--- src/common/sdww_pkg.sv ---
// Constants for the write-to-write sequencing block
package sdww_pkg;
  // Register byte offsets
  localparam logic [3:0] ADDR_CTRL   = 4'h0;
  localparam logic [3:0] ADDR_STATUS = 4'h4;
  localparam logic [3:0] ADDR_BEATS  = 4'h8;
  localparam logic [3:0] ADDR_RECOV  = 4'hc;

  // Control field positions
  localparam int CTRL_BL_LSB  = 0;
  localparam int CTRL_PRE2    = 2;
  localparam int CTRL_ADDLAT_LSB = 8;
  localparam int CTRL_WRLAT_LSB  = 16;
  localparam int LAT_W        = 5;

  // Status bit positions
  localparam int ST_SPACING = 0;
  localparam int ST_CFG     = 1;
  localparam int ST_BUSY    = 2;
  localparam int ST_OVF     = 3;

  // Reset values
  localparam logic [1:0]       BL_RESET  = 2'h0;
  localparam logic [LAT_W-1:0] ADDLAT_RESET = 5'h00;
  localparam logic [LAT_W-1:0] WRLAT_RESET  = 5'h09;

  // Burst-length field encodings
  typedef enum logic [1:0] {
    SDWW_BL_FIXED8 = 2'b00,
    SDWW_BL_PERCMD = 2'b01,
    SDWW_BL_FIXED4 = 2'b10,
    SDWW_BL_RSVD   = 2'b11
  } sdww_bl_e;

  // Beat counts and timing counts in link clocks
  localparam logic [4:0] BEATS_LONG    = 5'h08;
  localparam logic [4:0] BEATS_CHOP    = 5'h04;
  localparam logic [3:0] BAD_GAP_PRE2  = 4'h5;
  localparam logic [LAT_W-1:0] WRLAT_LOWEST = 5'h09;
endpackage

--- src/verilog/sdww_fifo.sv ---
// Synchronous FIFO for captured write beats
module sdww_fifo #(
  parameter int WIDTH = 8,
  parameter int DEPTH = 16
) (
  input  wire logic             clk_i,      // Core clock
  input  wire logic             rst_i,      // Synchronous reset
  input  wire logic [WIDTH-1:0] in_data_i,  // Write data
  input  wire logic             in_valid_i, // Write request
  output logic                  in_ready_o, // Not full
  output logic [WIDTH-1:0]      out_data_o, // Head word
  output logic                  out_valid_o,// Not empty
  input  wire logic             out_ready_i // Pop
);
  localparam int AW = $clog2(DEPTH);

  initial begin
    if (DEPTH < 2 || (1 << AW) != DEPTH || WIDTH < 1)
      $error("sdww_fifo: DEPTH must be a power of two >= 2");
  end

  logic [WIDTH-1:0] mem [DEPTH];
  logic [AW:0]      wr_ptr_reg;
  logic [AW:0]      rd_ptr_reg;
  logic             push;
  logic             pop;

  assign in_ready_o  = (wr_ptr_reg - rd_ptr_reg) != (AW+1)'(DEPTH);
  assign out_valid_o = wr_ptr_reg != rd_ptr_reg;
  assign out_data_o  = mem[rd_ptr_reg[AW-1:0]];
  assign push        = in_valid_i && in_ready_o;
  assign pop         = out_valid_o && out_ready_i;

  always_ff @(posedge clk_i) begin
    if (push) begin
      mem[wr_ptr_reg[AW-1:0]] <= in_data_i;
    end
  end

  always_ff @(posedge clk_i) begin
    if (rst_i) begin
      wr_ptr_reg <= '0;
      rd_ptr_reg <= '0;
    end else begin
      if (push) begin
        wr_ptr_reg <= wr_ptr_reg + 1'b1;
      end
      if (pop) begin
        rd_ptr_reg <= rd_ptr_reg + 1'b1;
      end
    end
  end
endmodule

--- src/verilog/sdww_core.sv ---
// Write burst sequencer: command latency, burst length, beat capture
//
// Added by the designer: the register addresses and the Wishbone interface to the registers.
module sdww_core #(
  parameter int DQ_W       = 8,
  parameter int FIFO_DEPTH = 16
) (
  input  wire logic            clk_i,       // 125 MHz core clock
  input  wire logic            rst_i,       // Synchronous reset
  input  wire logic            ck_i,        // Link clock from controller
  input  wire logic            wr_cmd_i,    // Write command, ck sampled
  input  wire logic            chop_sel_i,  // Chop select address bit
  input  wire logic            dqs_i,       // Data strobe
  input  wire logic [DQ_W-1:0] dq_i,        // Write data
  input  wire logic            wb_cyc_i,    // Wishbone cycle
  input  wire logic            wb_stb_i,    // Wishbone strobe
  input  wire logic            wb_we_i,     // Wishbone write
  input  wire logic [3:0]      wb_adr_i,    // Byte address
  input  wire logic [3:0]      wb_sel_i,    // Byte lanes
  input  wire logic [31:0]     wb_dat_i,    // Write data
  output logic [31:0]          wb_dat_o,    // Read data
  output logic                 wb_ack_o,    // Acknowledge
  output logic [DQ_W-1:0]      beat_data_o, // Captured beat
  output logic                 beat_valid_o,// Beat available
  input  wire logic            beat_ready_i,// Beat taken
  output logic                 recov_start_o// Recovery start pulse
);
  localparam int SR_W = 64;

  initial begin
    if (DQ_W < 1 || DQ_W > 32)
      $error("sdww_core: DQ_W out of range");
  end

  ////////////////////////////////////////////////////////////////////////
  // Link input synchronisers
  localparam int SY_W = DQ_W + 4;
  logic [SY_W-1:0] s1_reg, s2_reg, s3_reg;
  logic            ck_lvl_reg, dqs_lvl_reg;

  function automatic logic rise_f(input logic a, input logic b,
                                  input logic lvl);
    rise_f = a && b && !lvl;
  endfunction

  always_ff @(posedge clk_i) begin
    if (rst_i) begin
      s1_reg <= '0;
      s2_reg <= '0;
      s3_reg <= '0;
    end else begin
      s1_reg <= {dq_i, dqs_i, chop_sel_i, wr_cmd_i, ck_i};
      s2_reg <= s1_reg;
      s3_reg <= s2_reg;
    end
  end

  logic ck_rise, dqs_edge;
  logic cmd_s, chop_s;
  logic [DQ_W-1:0] dq_s;
  assign ck_rise  = rise_f(s2_reg[0], s3_reg[0], ck_lvl_reg);
  assign dqs_edge = (s2_reg[3] == s3_reg[3]) && (s3_reg[3] != dqs_lvl_reg);
  assign cmd_s    = s3_reg[1];
  assign chop_s   = s3_reg[2];
  assign dq_s     = s3_reg[SY_W-1:4];

  always_ff @(posedge clk_i) begin
    if (rst_i) begin
      ck_lvl_reg  <= 1'b0;
      dqs_lvl_reg <= 1'b0;
    end else begin
      if (s2_reg[0] == s3_reg[0]) begin
        ck_lvl_reg <= s3_reg[0];
      end
      if (s2_reg[3] == s3_reg[3]) begin
        dqs_lvl_reg <= s3_reg[3];
      end
    end
  end

  ////////////////////////////////////////////////////////////////////////
  // Control and status registers
  logic [1:0]       bl_reg;
  logic             pre2_reg;
  logic [4:0]       addlat_reg;
  logic [4:0]       wrlat_reg;
  logic             spacing_err_reg;
  logic             ovf_reg;
  logic [15:0]      beats_cnt_reg;
  logic [15:0]      tick_reg;
  logic [15:0]      recov_tick_reg;
  logic [4:0]       beats_left_reg;
  logic             cfg_err;
  logic             wb_req;
  logic             wb_wr;

  assign wb_req  = wb_cyc_i && wb_stb_i && !wb_ack_o;
  assign wb_wr   = wb_req && wb_we_i;
  // Too-low latency with the longer preamble is flagged
  assign cfg_err = pre2_reg &&
                   (wrlat_reg <= sdww_pkg::WRLAT_LOWEST);

  always_ff @(posedge clk_i) begin
    if (rst_i) begin
      bl_reg   <= sdww_pkg::BL_RESET;
      pre2_reg <= 1'b0;
      addlat_reg <= sdww_pkg::ADDLAT_RESET;
      wrlat_reg  <= sdww_pkg::WRLAT_RESET;
    end else if (wb_wr && wb_adr_i == sdww_pkg::ADDR_CTRL) begin
      if (wb_sel_i[0]) begin
        bl_reg   <= wb_dat_i[sdww_pkg::CTRL_BL_LSB +: 2];
        pre2_reg <= wb_dat_i[sdww_pkg::CTRL_PRE2];
      end
      if (wb_sel_i[1]) begin
        addlat_reg <= wb_dat_i[sdww_pkg::CTRL_ADDLAT_LSB +: sdww_pkg::LAT_W];
      end
      if (wb_sel_i[2]) begin
        wrlat_reg <= wb_dat_i[sdww_pkg::CTRL_WRLAT_LSB +: sdww_pkg::LAT_W];
      end
    end
  end

  always_ff @(posedge clk_i) begin
    if (rst_i) begin
      wb_ack_o <= 1'b0;
      wb_dat_o <= 32'h0;
    end else begin
      wb_ack_o <= wb_req;
      wb_dat_o <= 32'h0;
      if (wb_req && !wb_we_i) begin
        case (wb_adr_i)
          sdww_pkg::ADDR_CTRL: begin
            wb_dat_o <= {11'h0, wrlat_reg, 3'h0, addlat_reg, 5'h0,
                         pre2_reg, bl_reg};
          end
          sdww_pkg::ADDR_STATUS: begin
            wb_dat_o <= {28'h0, ovf_reg, beats_left_reg != 5'h0, cfg_err,
                         spacing_err_reg};
          end
          sdww_pkg::ADDR_BEATS: begin
            wb_dat_o <= {16'h0, beats_cnt_reg};
          end
          sdww_pkg::ADDR_RECOV: begin
            wb_dat_o <= {16'h0, recov_tick_reg};
          end
          default: begin
            wb_dat_o <= 32'h0;
          end
        endcase
      end
    end
  end

  ////////////////////////////////////////////////////////////////////////
  // Command decode and latency pipeline
  logic             cmd_take;
  logic             cmd_long;
  logic [5:0]       lat;
  logic [5:0]       lat_m1;
  logic [SR_W-1:0]  start_sr_reg;
  logic [SR_W-1:0]  len_sr_reg;
  logic [3:0]       gap_reg;
  logic             start_now;

  function automatic logic is_long_f(input logic [1:0] field,
                                     input logic chop);
    case (field)
      sdww_pkg::SDWW_BL_FIXED8: is_long_f = 1'b1;
      sdww_pkg::SDWW_BL_PERCMD: is_long_f = chop;
      sdww_pkg::SDWW_BL_FIXED4: is_long_f = 1'b0;
      default:                  is_long_f = 1'b1;
    endcase
  endfunction

  assign cmd_take  = ck_rise && cmd_s;
  assign cmd_long  = is_long_f(bl_reg, chop_s);
  assign lat       = {1'b0, addlat_reg} + {1'b0, wrlat_reg};
  assign lat_m1    = (lat == 6'h0) ? 6'h0 : lat - 6'h1;
  assign start_now = ck_rise && start_sr_reg[0];

  // One slot per link clock, so overlapping bursts keep own latency
  always_ff @(posedge clk_i) begin
    if (rst_i) begin
      start_sr_reg <= '0;
      len_sr_reg   <= '0;
    end else if (ck_rise) begin
      start_sr_reg <= (start_sr_reg >> 1) |
                      (cmd_s ? (SR_W'(1) << lat_m1) : '0);
      len_sr_reg   <= (len_sr_reg >> 1) |
                      ((cmd_s && cmd_long) ? (SR_W'(1) << lat_m1) : '0);
    end
  end

  // Link-clock spacing since the previous write, saturating
  always_ff @(posedge clk_i) begin
    if (rst_i) begin
      gap_reg <= 4'hf;
    end else if (ck_rise) begin
      if (cmd_s) begin
        gap_reg <= 4'h1;
      end else if (gap_reg != 4'hf) begin
        gap_reg <= gap_reg + 4'h1;
      end
    end
  end

  logic st_clr_spc, st_clr_ovf, spc_set;
  assign st_clr_spc = wb_wr && wb_adr_i == sdww_pkg::ADDR_STATUS &&
                      wb_sel_i[0] && wb_dat_i[sdww_pkg::ST_SPACING];
  assign st_clr_ovf = wb_wr && wb_adr_i == sdww_pkg::ADDR_STATUS &&
                      wb_sel_i[0] && wb_dat_i[sdww_pkg::ST_OVF];
  assign spc_set    = cmd_take && pre2_reg &&
                      gap_reg == sdww_pkg::BAD_GAP_PRE2;

  // Set beats a same-cycle clear
  always_ff @(posedge clk_i) begin
    if (rst_i) begin
      spacing_err_reg <= 1'b0;
    end else if (spc_set) begin
      spacing_err_reg <= 1'b1;
    end else if (st_clr_spc) begin
      spacing_err_reg <= 1'b0;
    end
  end

  ////////////////////////////////////////////////////////////////////////
  // Beat capture and recovery point
  logic [4:0] add_beats;
  logic       cap;
  logic       fifo_ready;
  logic       pend_reg;
  logic       last_cap;

  assign add_beats = start_now ? (len_sr_reg[0] ? sdww_pkg::BEATS_LONG
                                                : sdww_pkg::BEATS_CHOP) : 5'h0;
  // Each strobe edge is one beat, so a clock carries two
  assign cap       = dqs_edge && (beats_left_reg != 5'h0 || start_now);
  assign last_cap  = cap && (beats_left_reg + add_beats == 5'h1);
  assign recov_start_o = ck_rise && pend_reg && beats_left_reg == 5'h0 &&
                         !start_now;

  // A new burst simply adds on, so four-clock spacing runs seamless
  always_ff @(posedge clk_i) begin
    if (rst_i) begin
      beats_left_reg <= 5'h0;
    end else begin
      beats_left_reg <= beats_left_reg + add_beats -
                        (cap ? 5'h1 : 5'h0);
    end
  end

  always_ff @(posedge clk_i) begin
    if (rst_i) begin
      pend_reg <= 1'b0;
    end else if (last_cap) begin
      pend_reg <= 1'b1;
    end else if (recov_start_o || start_now) begin
      pend_reg <= 1'b0;
    end
  end

  always_ff @(posedge clk_i) begin
    if (rst_i) begin
      tick_reg       <= 16'h0;
      recov_tick_reg <= 16'h0;
      beats_cnt_reg  <= 16'h0;
    end else begin
      if (ck_rise) begin
        tick_reg <= tick_reg + 16'h1;
      end
      if (recov_start_o) begin
        recov_tick_reg <= tick_reg;
      end
      if (cap) begin
        beats_cnt_reg <= beats_cnt_reg + 16'h1;
      end
    end
  end

  // The link cannot be stalled; a full FIFO drops the beat and flags it
  always_ff @(posedge clk_i) begin
    if (rst_i) begin
      ovf_reg <= 1'b0;
    end else if (cap && !fifo_ready) begin
      ovf_reg <= 1'b1;
    end else if (st_clr_ovf) begin
      ovf_reg <= 1'b0;
    end
  end

  sdww_fifo #(
    .WIDTH (DQ_W),
    .DEPTH (FIFO_DEPTH)
  ) u_fifo (
    .clk_i       (clk_i),
    .rst_i       (rst_i),
    .in_data_i   (dq_s),
    .in_valid_i  (cap),
    .in_ready_o  (fifo_ready),
    .out_data_o  (beat_data_o),
    .out_valid_o (beat_valid_o),
    .out_ready_i (beat_ready_i)
  );
endmodule

--- config.mk ---
export PLATFORM = sky130hd
export DESIGN_NAME = sdww_core
export DESIGN_NICKNAME = d
export VERILOG_FILES = /design/src/common/sdww_pkg.sv /design/src/verilog/sdww_fifo.sv /design/src/verilog/sdww_core.sv
export SDC_FILE = /design/constraint.sdc
export NUM_CORES = 1
export LEC_CHECK = 0
export ABC_AREA = 1
export BUFFER_PORTS_ARGS = -buffer_cell sky130_fd_sc_hd__buf_4
export CORE_UTILIZATION = 60
export CTS_CLUSTER_SIZE = 14
export DETAILED_ROUTE_END_ITERATION = 10
export PLACE_DENSITY = 0.79
export SLEW_MARGIN = 20
export SYNTH_ARGS = -nofsm -noshare
export SYNTH_HDL_FRONTEND = slang
export SYNTH_HIERARCHICAL = 1
export SYNTH_SLANG_ARGS = --single-unit
--- constraint.sdc ---
create_clock -name clk_i -period 2.9 [get_ports clk_i]
set_input_delay 0.145 -clock clk_i [delete_from_list [all_inputs] [get_ports clk_i]]
set_output_delay 0.145 -clock clk_i [all_outputs]
set_load 0.05 [all_outputs]
==> qor.csv <==
stage,metric,value,unit
run_status,status,finished clean,
routing,DRC viols,0,
timing,worst-margin pin slew,0.794,ns
synthesis,Synth area leaders,"dfxtp_1, edfxtp_1, nor2_1",
routing,WL final,40200,µm
place,routability congestion estimate,0.923,
die,Starting Density,0.615,
clock_tree,CTS tree,done,
synthesis,Async SR Flop Fraction,0,
final_layout,multi-input combinational cell area,6780,µm²
timing,RSZ-0062 raised after global routing,yes,
critical_path,FF-to-FF path depth,11,
routing,initial drt markers,1223,
final_layout,Filler cells,2036,
synthesis,Yosys Warn Count,6,
critical_path,CP Data Arrival Time,3.24,ns
synthesis,Syn Inst Count,1935,
final_layout,Final Net Count,2109,
clock_tree,Num CTS Buffers,40,
timing,worst hold slack,0.0183,ns
critical_path,Worst R2R End,len_sr_reg[6],
global_routing,overall routing resource usage,0.275,
critical_path,CP Data Required Time,3.38,ns
flow_run,max_cap viols,0,
critical_path,CP Class,input pin to flip-flop,
final_layout,share of cells above drive strength 1,0.123,
routing,mean number of vias per cell,5.72,
power,peak supply drop,486,µV
synthesis,top-area cell type share of the netlist area,0.320,
timing,Final Cycle Share,0.950,
critical_path,Crit Reg-Reg Startpoint,addlat_reg[0],
synthesis,syn avg cell area,8.90,µm²
global_routing,gr ovfl total,0,
hold_path,start point of the worst hold path,wb_sel_i[2],
hold_path,min-delay worst type,input pin to flip-flop,
clock_tree,H-tree Lvls,2,
hold_path,WHS Endpoint,wrlat_reg[1],
place,Post-DP HPWL,24300,µm
synthesis,Post-synth EDFFs,128,
clock_tree,clock-pin slew of the registers on the worst-case setup and hold paths,0.06,ns
global_routing,largest net degree at the start of global routing,136,
critical_path,kind of start point of the critical path,input pin,
clock_tree,CTS max path bufs,3,
final_layout,Layout Area Growth over Synthesis,15.5,%
routing,DR WL/cell,16.5,µm
die,Die X,171,µm
timing,"Slew Viols, Final",0,
clock_tree,Skew-Pair Late Insertion Delay,0.54,ns
routing,Detail Route Antenna Nets,0,
final_layout,sequential cell area,9350,µm²
synthesis,"Primary FF master, synth",dfxtp_1,
timing,Worst slew margin,0.470,
power,P_leak,7.91,nW
die,die area,29400,µm²
synthesis,largest area contributor in the netlist,dfxtp_1,
global_routing,vias in the first global route,13400,
die,Core Footprint,28000,µm²
timing,fin crit period,2.75,ns
synthesis,library cells used by synthesis,50,
synthesis,synthesized cell area,17200,µm²
critical_path,r2r setup slk,0.15,ns
clock_tree,CTS Root Cell,clkbuf_16,
routing,vias,13900,
global_routing,antenna violations before repair,1,
timing,Final Hold Fails,0,
final_layout,final core utilization,0.710,
power,Pwr Total,0.0120,W
critical_path,Setup crit end kind,flip-flop,
final_layout,max reg flops,128,
timing,FMAX,363,MHz
hold_path,hold depth,3,
synthesis,synthesis-stage register bit count,403,
routing,router iterations before antenna repair,5,
die,Ports,101,
timing,Final setup viols,0,
global_routing,first-pass GRT wire length,64500,µm
place,PortBufs,70,
die,num rows,61,
power,power density over the cells,603,nW/µm²
synthesis,sequential cell area fraction in the yosys report,0.543,
clock_tree,clock sinks,403,
timing,Clock Skew,0.0260,ns
die,Die H,171,µm
critical_path,critical path peak fanout,6,
-- kinds of logic (layout without fill, tap and decap cells) --
family,after synthesis,after routing,synth area share
other,1,12,0.000218
and+or+nand+nor,692,692,0.181
AOI/OAI and AO/OA,448,448,0.141
adders and majority gates,28,28,0.0212
buffers and inverters,294,403,0.0741
xor gates and xnor gates,10,10,0.00552
muxes,59,59,0.0343
DFF,403,403,0.543
-- power breakdown --
group / internal [W] / switching, W / leakage [nW]
clock network: 0.00301 / 0.00213 / 0.655
logic: 0.000291 / 0.000672 / 3.85
registers: 0.00584 / 0.0000443 / 3.40
-- area by class of cell --
| class | instances | share of cell area |
|---|---|---|
| diodes | 1 | 0.000126 |
| clock buffers | 57 | 0.0592 |
| clock inverters | 16 | 0.00698 |
| inverters | 179 | 0.0339 |
| multi-input cells | 1248 | 0.341 |
| flip-flops and latches | 403 | 0.470 |
| well taps | 378 | 0.0238 |
| repair buffers | 151 | 0.0649 |
-- how the worst max path moves through the flow --
| stage | endpoint | slack (ns) | from |
|---|---|---|---|
| after floorplan | start_sr_reg[13] | 0.52 | addlat_reg[0] |
| after global placement | start_sr_reg[11] | 0.18 | addlat_reg[0] |
| after detailed placement | len_sr_reg[11] | 0.08 | addlat_reg[0] |
| after CTS | start_sr_reg[11] | 0.07 | addlat_reg[0] |
| after global routing | len_sr_reg[5] | -0.02 | addlat_reg[0] |
| final | addlat_reg[4] | 0.15 | wb_stb_i |
-- cells in the mapped netlist (3+ instances only) --
master and instances:
buf_4 12, dfxtp_1 275, nor2_4 5, nand2_1 179
o221ai_1 31, nand3_1 126, buf_6 14, nor3_1 40
nor3b_1 4, o22ai_1 16, xor2_1 6, nor2_1 266
ha_1 26, o21ai_0 183, nand2_4 5, buf_2 13
nand3_2 3, clkbuf_1 71, nor2_2 12, inv_1 169
nor4_1 4, buf_1 3, a21oi_1 199, edfxtp_1 128
clkinv_1 3, nor3_2 5, inv_2 6, nand4_1 28
nand3b_1 3, xnor2_1 3, nand2_2 8, o211ai_1 9
mux2i_1 59
-- worst max-delay path: stages --
cell and delay, ns:
dlygate4sd3_1 0.53, buf_4 0.10, nand2_1 0.04, dlygate4sd3_1 0.55
nor2_1 0.11, inv_1 0.09, nor2_4 0.11, nand2_1 0.09
inv_2 0.10, nand3_1 0.08, dlygate4sd3_1 0.57, a21oi_1 0.16
dlygate4sd3_1 0.57
-- cell usage in the layout, fill, tap and decap left out, drive strengths merged, types with 11 or more instances in the layout --
| cell | synthesis | layout |
|---|---|---|
| a21oi | 199 | 199 |
| buf | 42 | 113 |
| clkbuf | 73 | 57 |
| clkinv | 3 | 13 |
| conb | 1 | 11 |
| dfxtp | 275 | 275 |
| dlygate4sd3 | 0 | 38 |
| edfxtp | 128 | 128 |
| ha | 26 | 26 |
| inv | 176 | 179 |
| mux2i | 59 | 59 |
| nand2 | 192 | 192 |
| nand3 | 130 | 130 |
| nand4 | 29 | 29 |
| nor2 | 283 | 283 |
| nor3 | 45 | 45 |
| o21ai | 184 | 184 |
| o221ai | 31 | 31 |
| o22ai | 16 | 16 |
-- per-stage QoR --
step | worst slack [ns] | setup TNS, ns | cells | instance area [µm²]
2_1_floorplan | 0.516 | 0 | 1945 | 17300
3_3_place_gp | 0.185 | 0 | 2317 | 18000
3_5_place_dp | 0.0849 | 0 | 2317 | 18000
4_1_cts | 0.0665 | 0 | 2428 | 19700
5_1_grt | -0.0173 | -0.0438 | 2433 | 19900
6_report | 0.145 | 0 | 2433 | 19900
-- timing repair --
item / CTS / global route
buffers inserted: 0 / 4
hold buffers: 38 / 0
hold endpoints to repair: 45 / 0
gates resized for setup: 0 / 37
endpoints found under the setup margin: 0 / 94
-- per-layer routing --
| metal | track usage | vias to the layer above | part of all wire |
|---|---|---|---|
| li1 | - | 6760 | - |
| met1 | 0.339 | 6571 | 0.42 |
| met2 | 0.483 | 486 | 0.49 |
| met3 | 0.0435 | 98 | 0.056 |
| met4 | 0.107 | 0 | 0.031 |
| met5 | 0 | - | 0 |
Power figures use the tool's default switching activity.
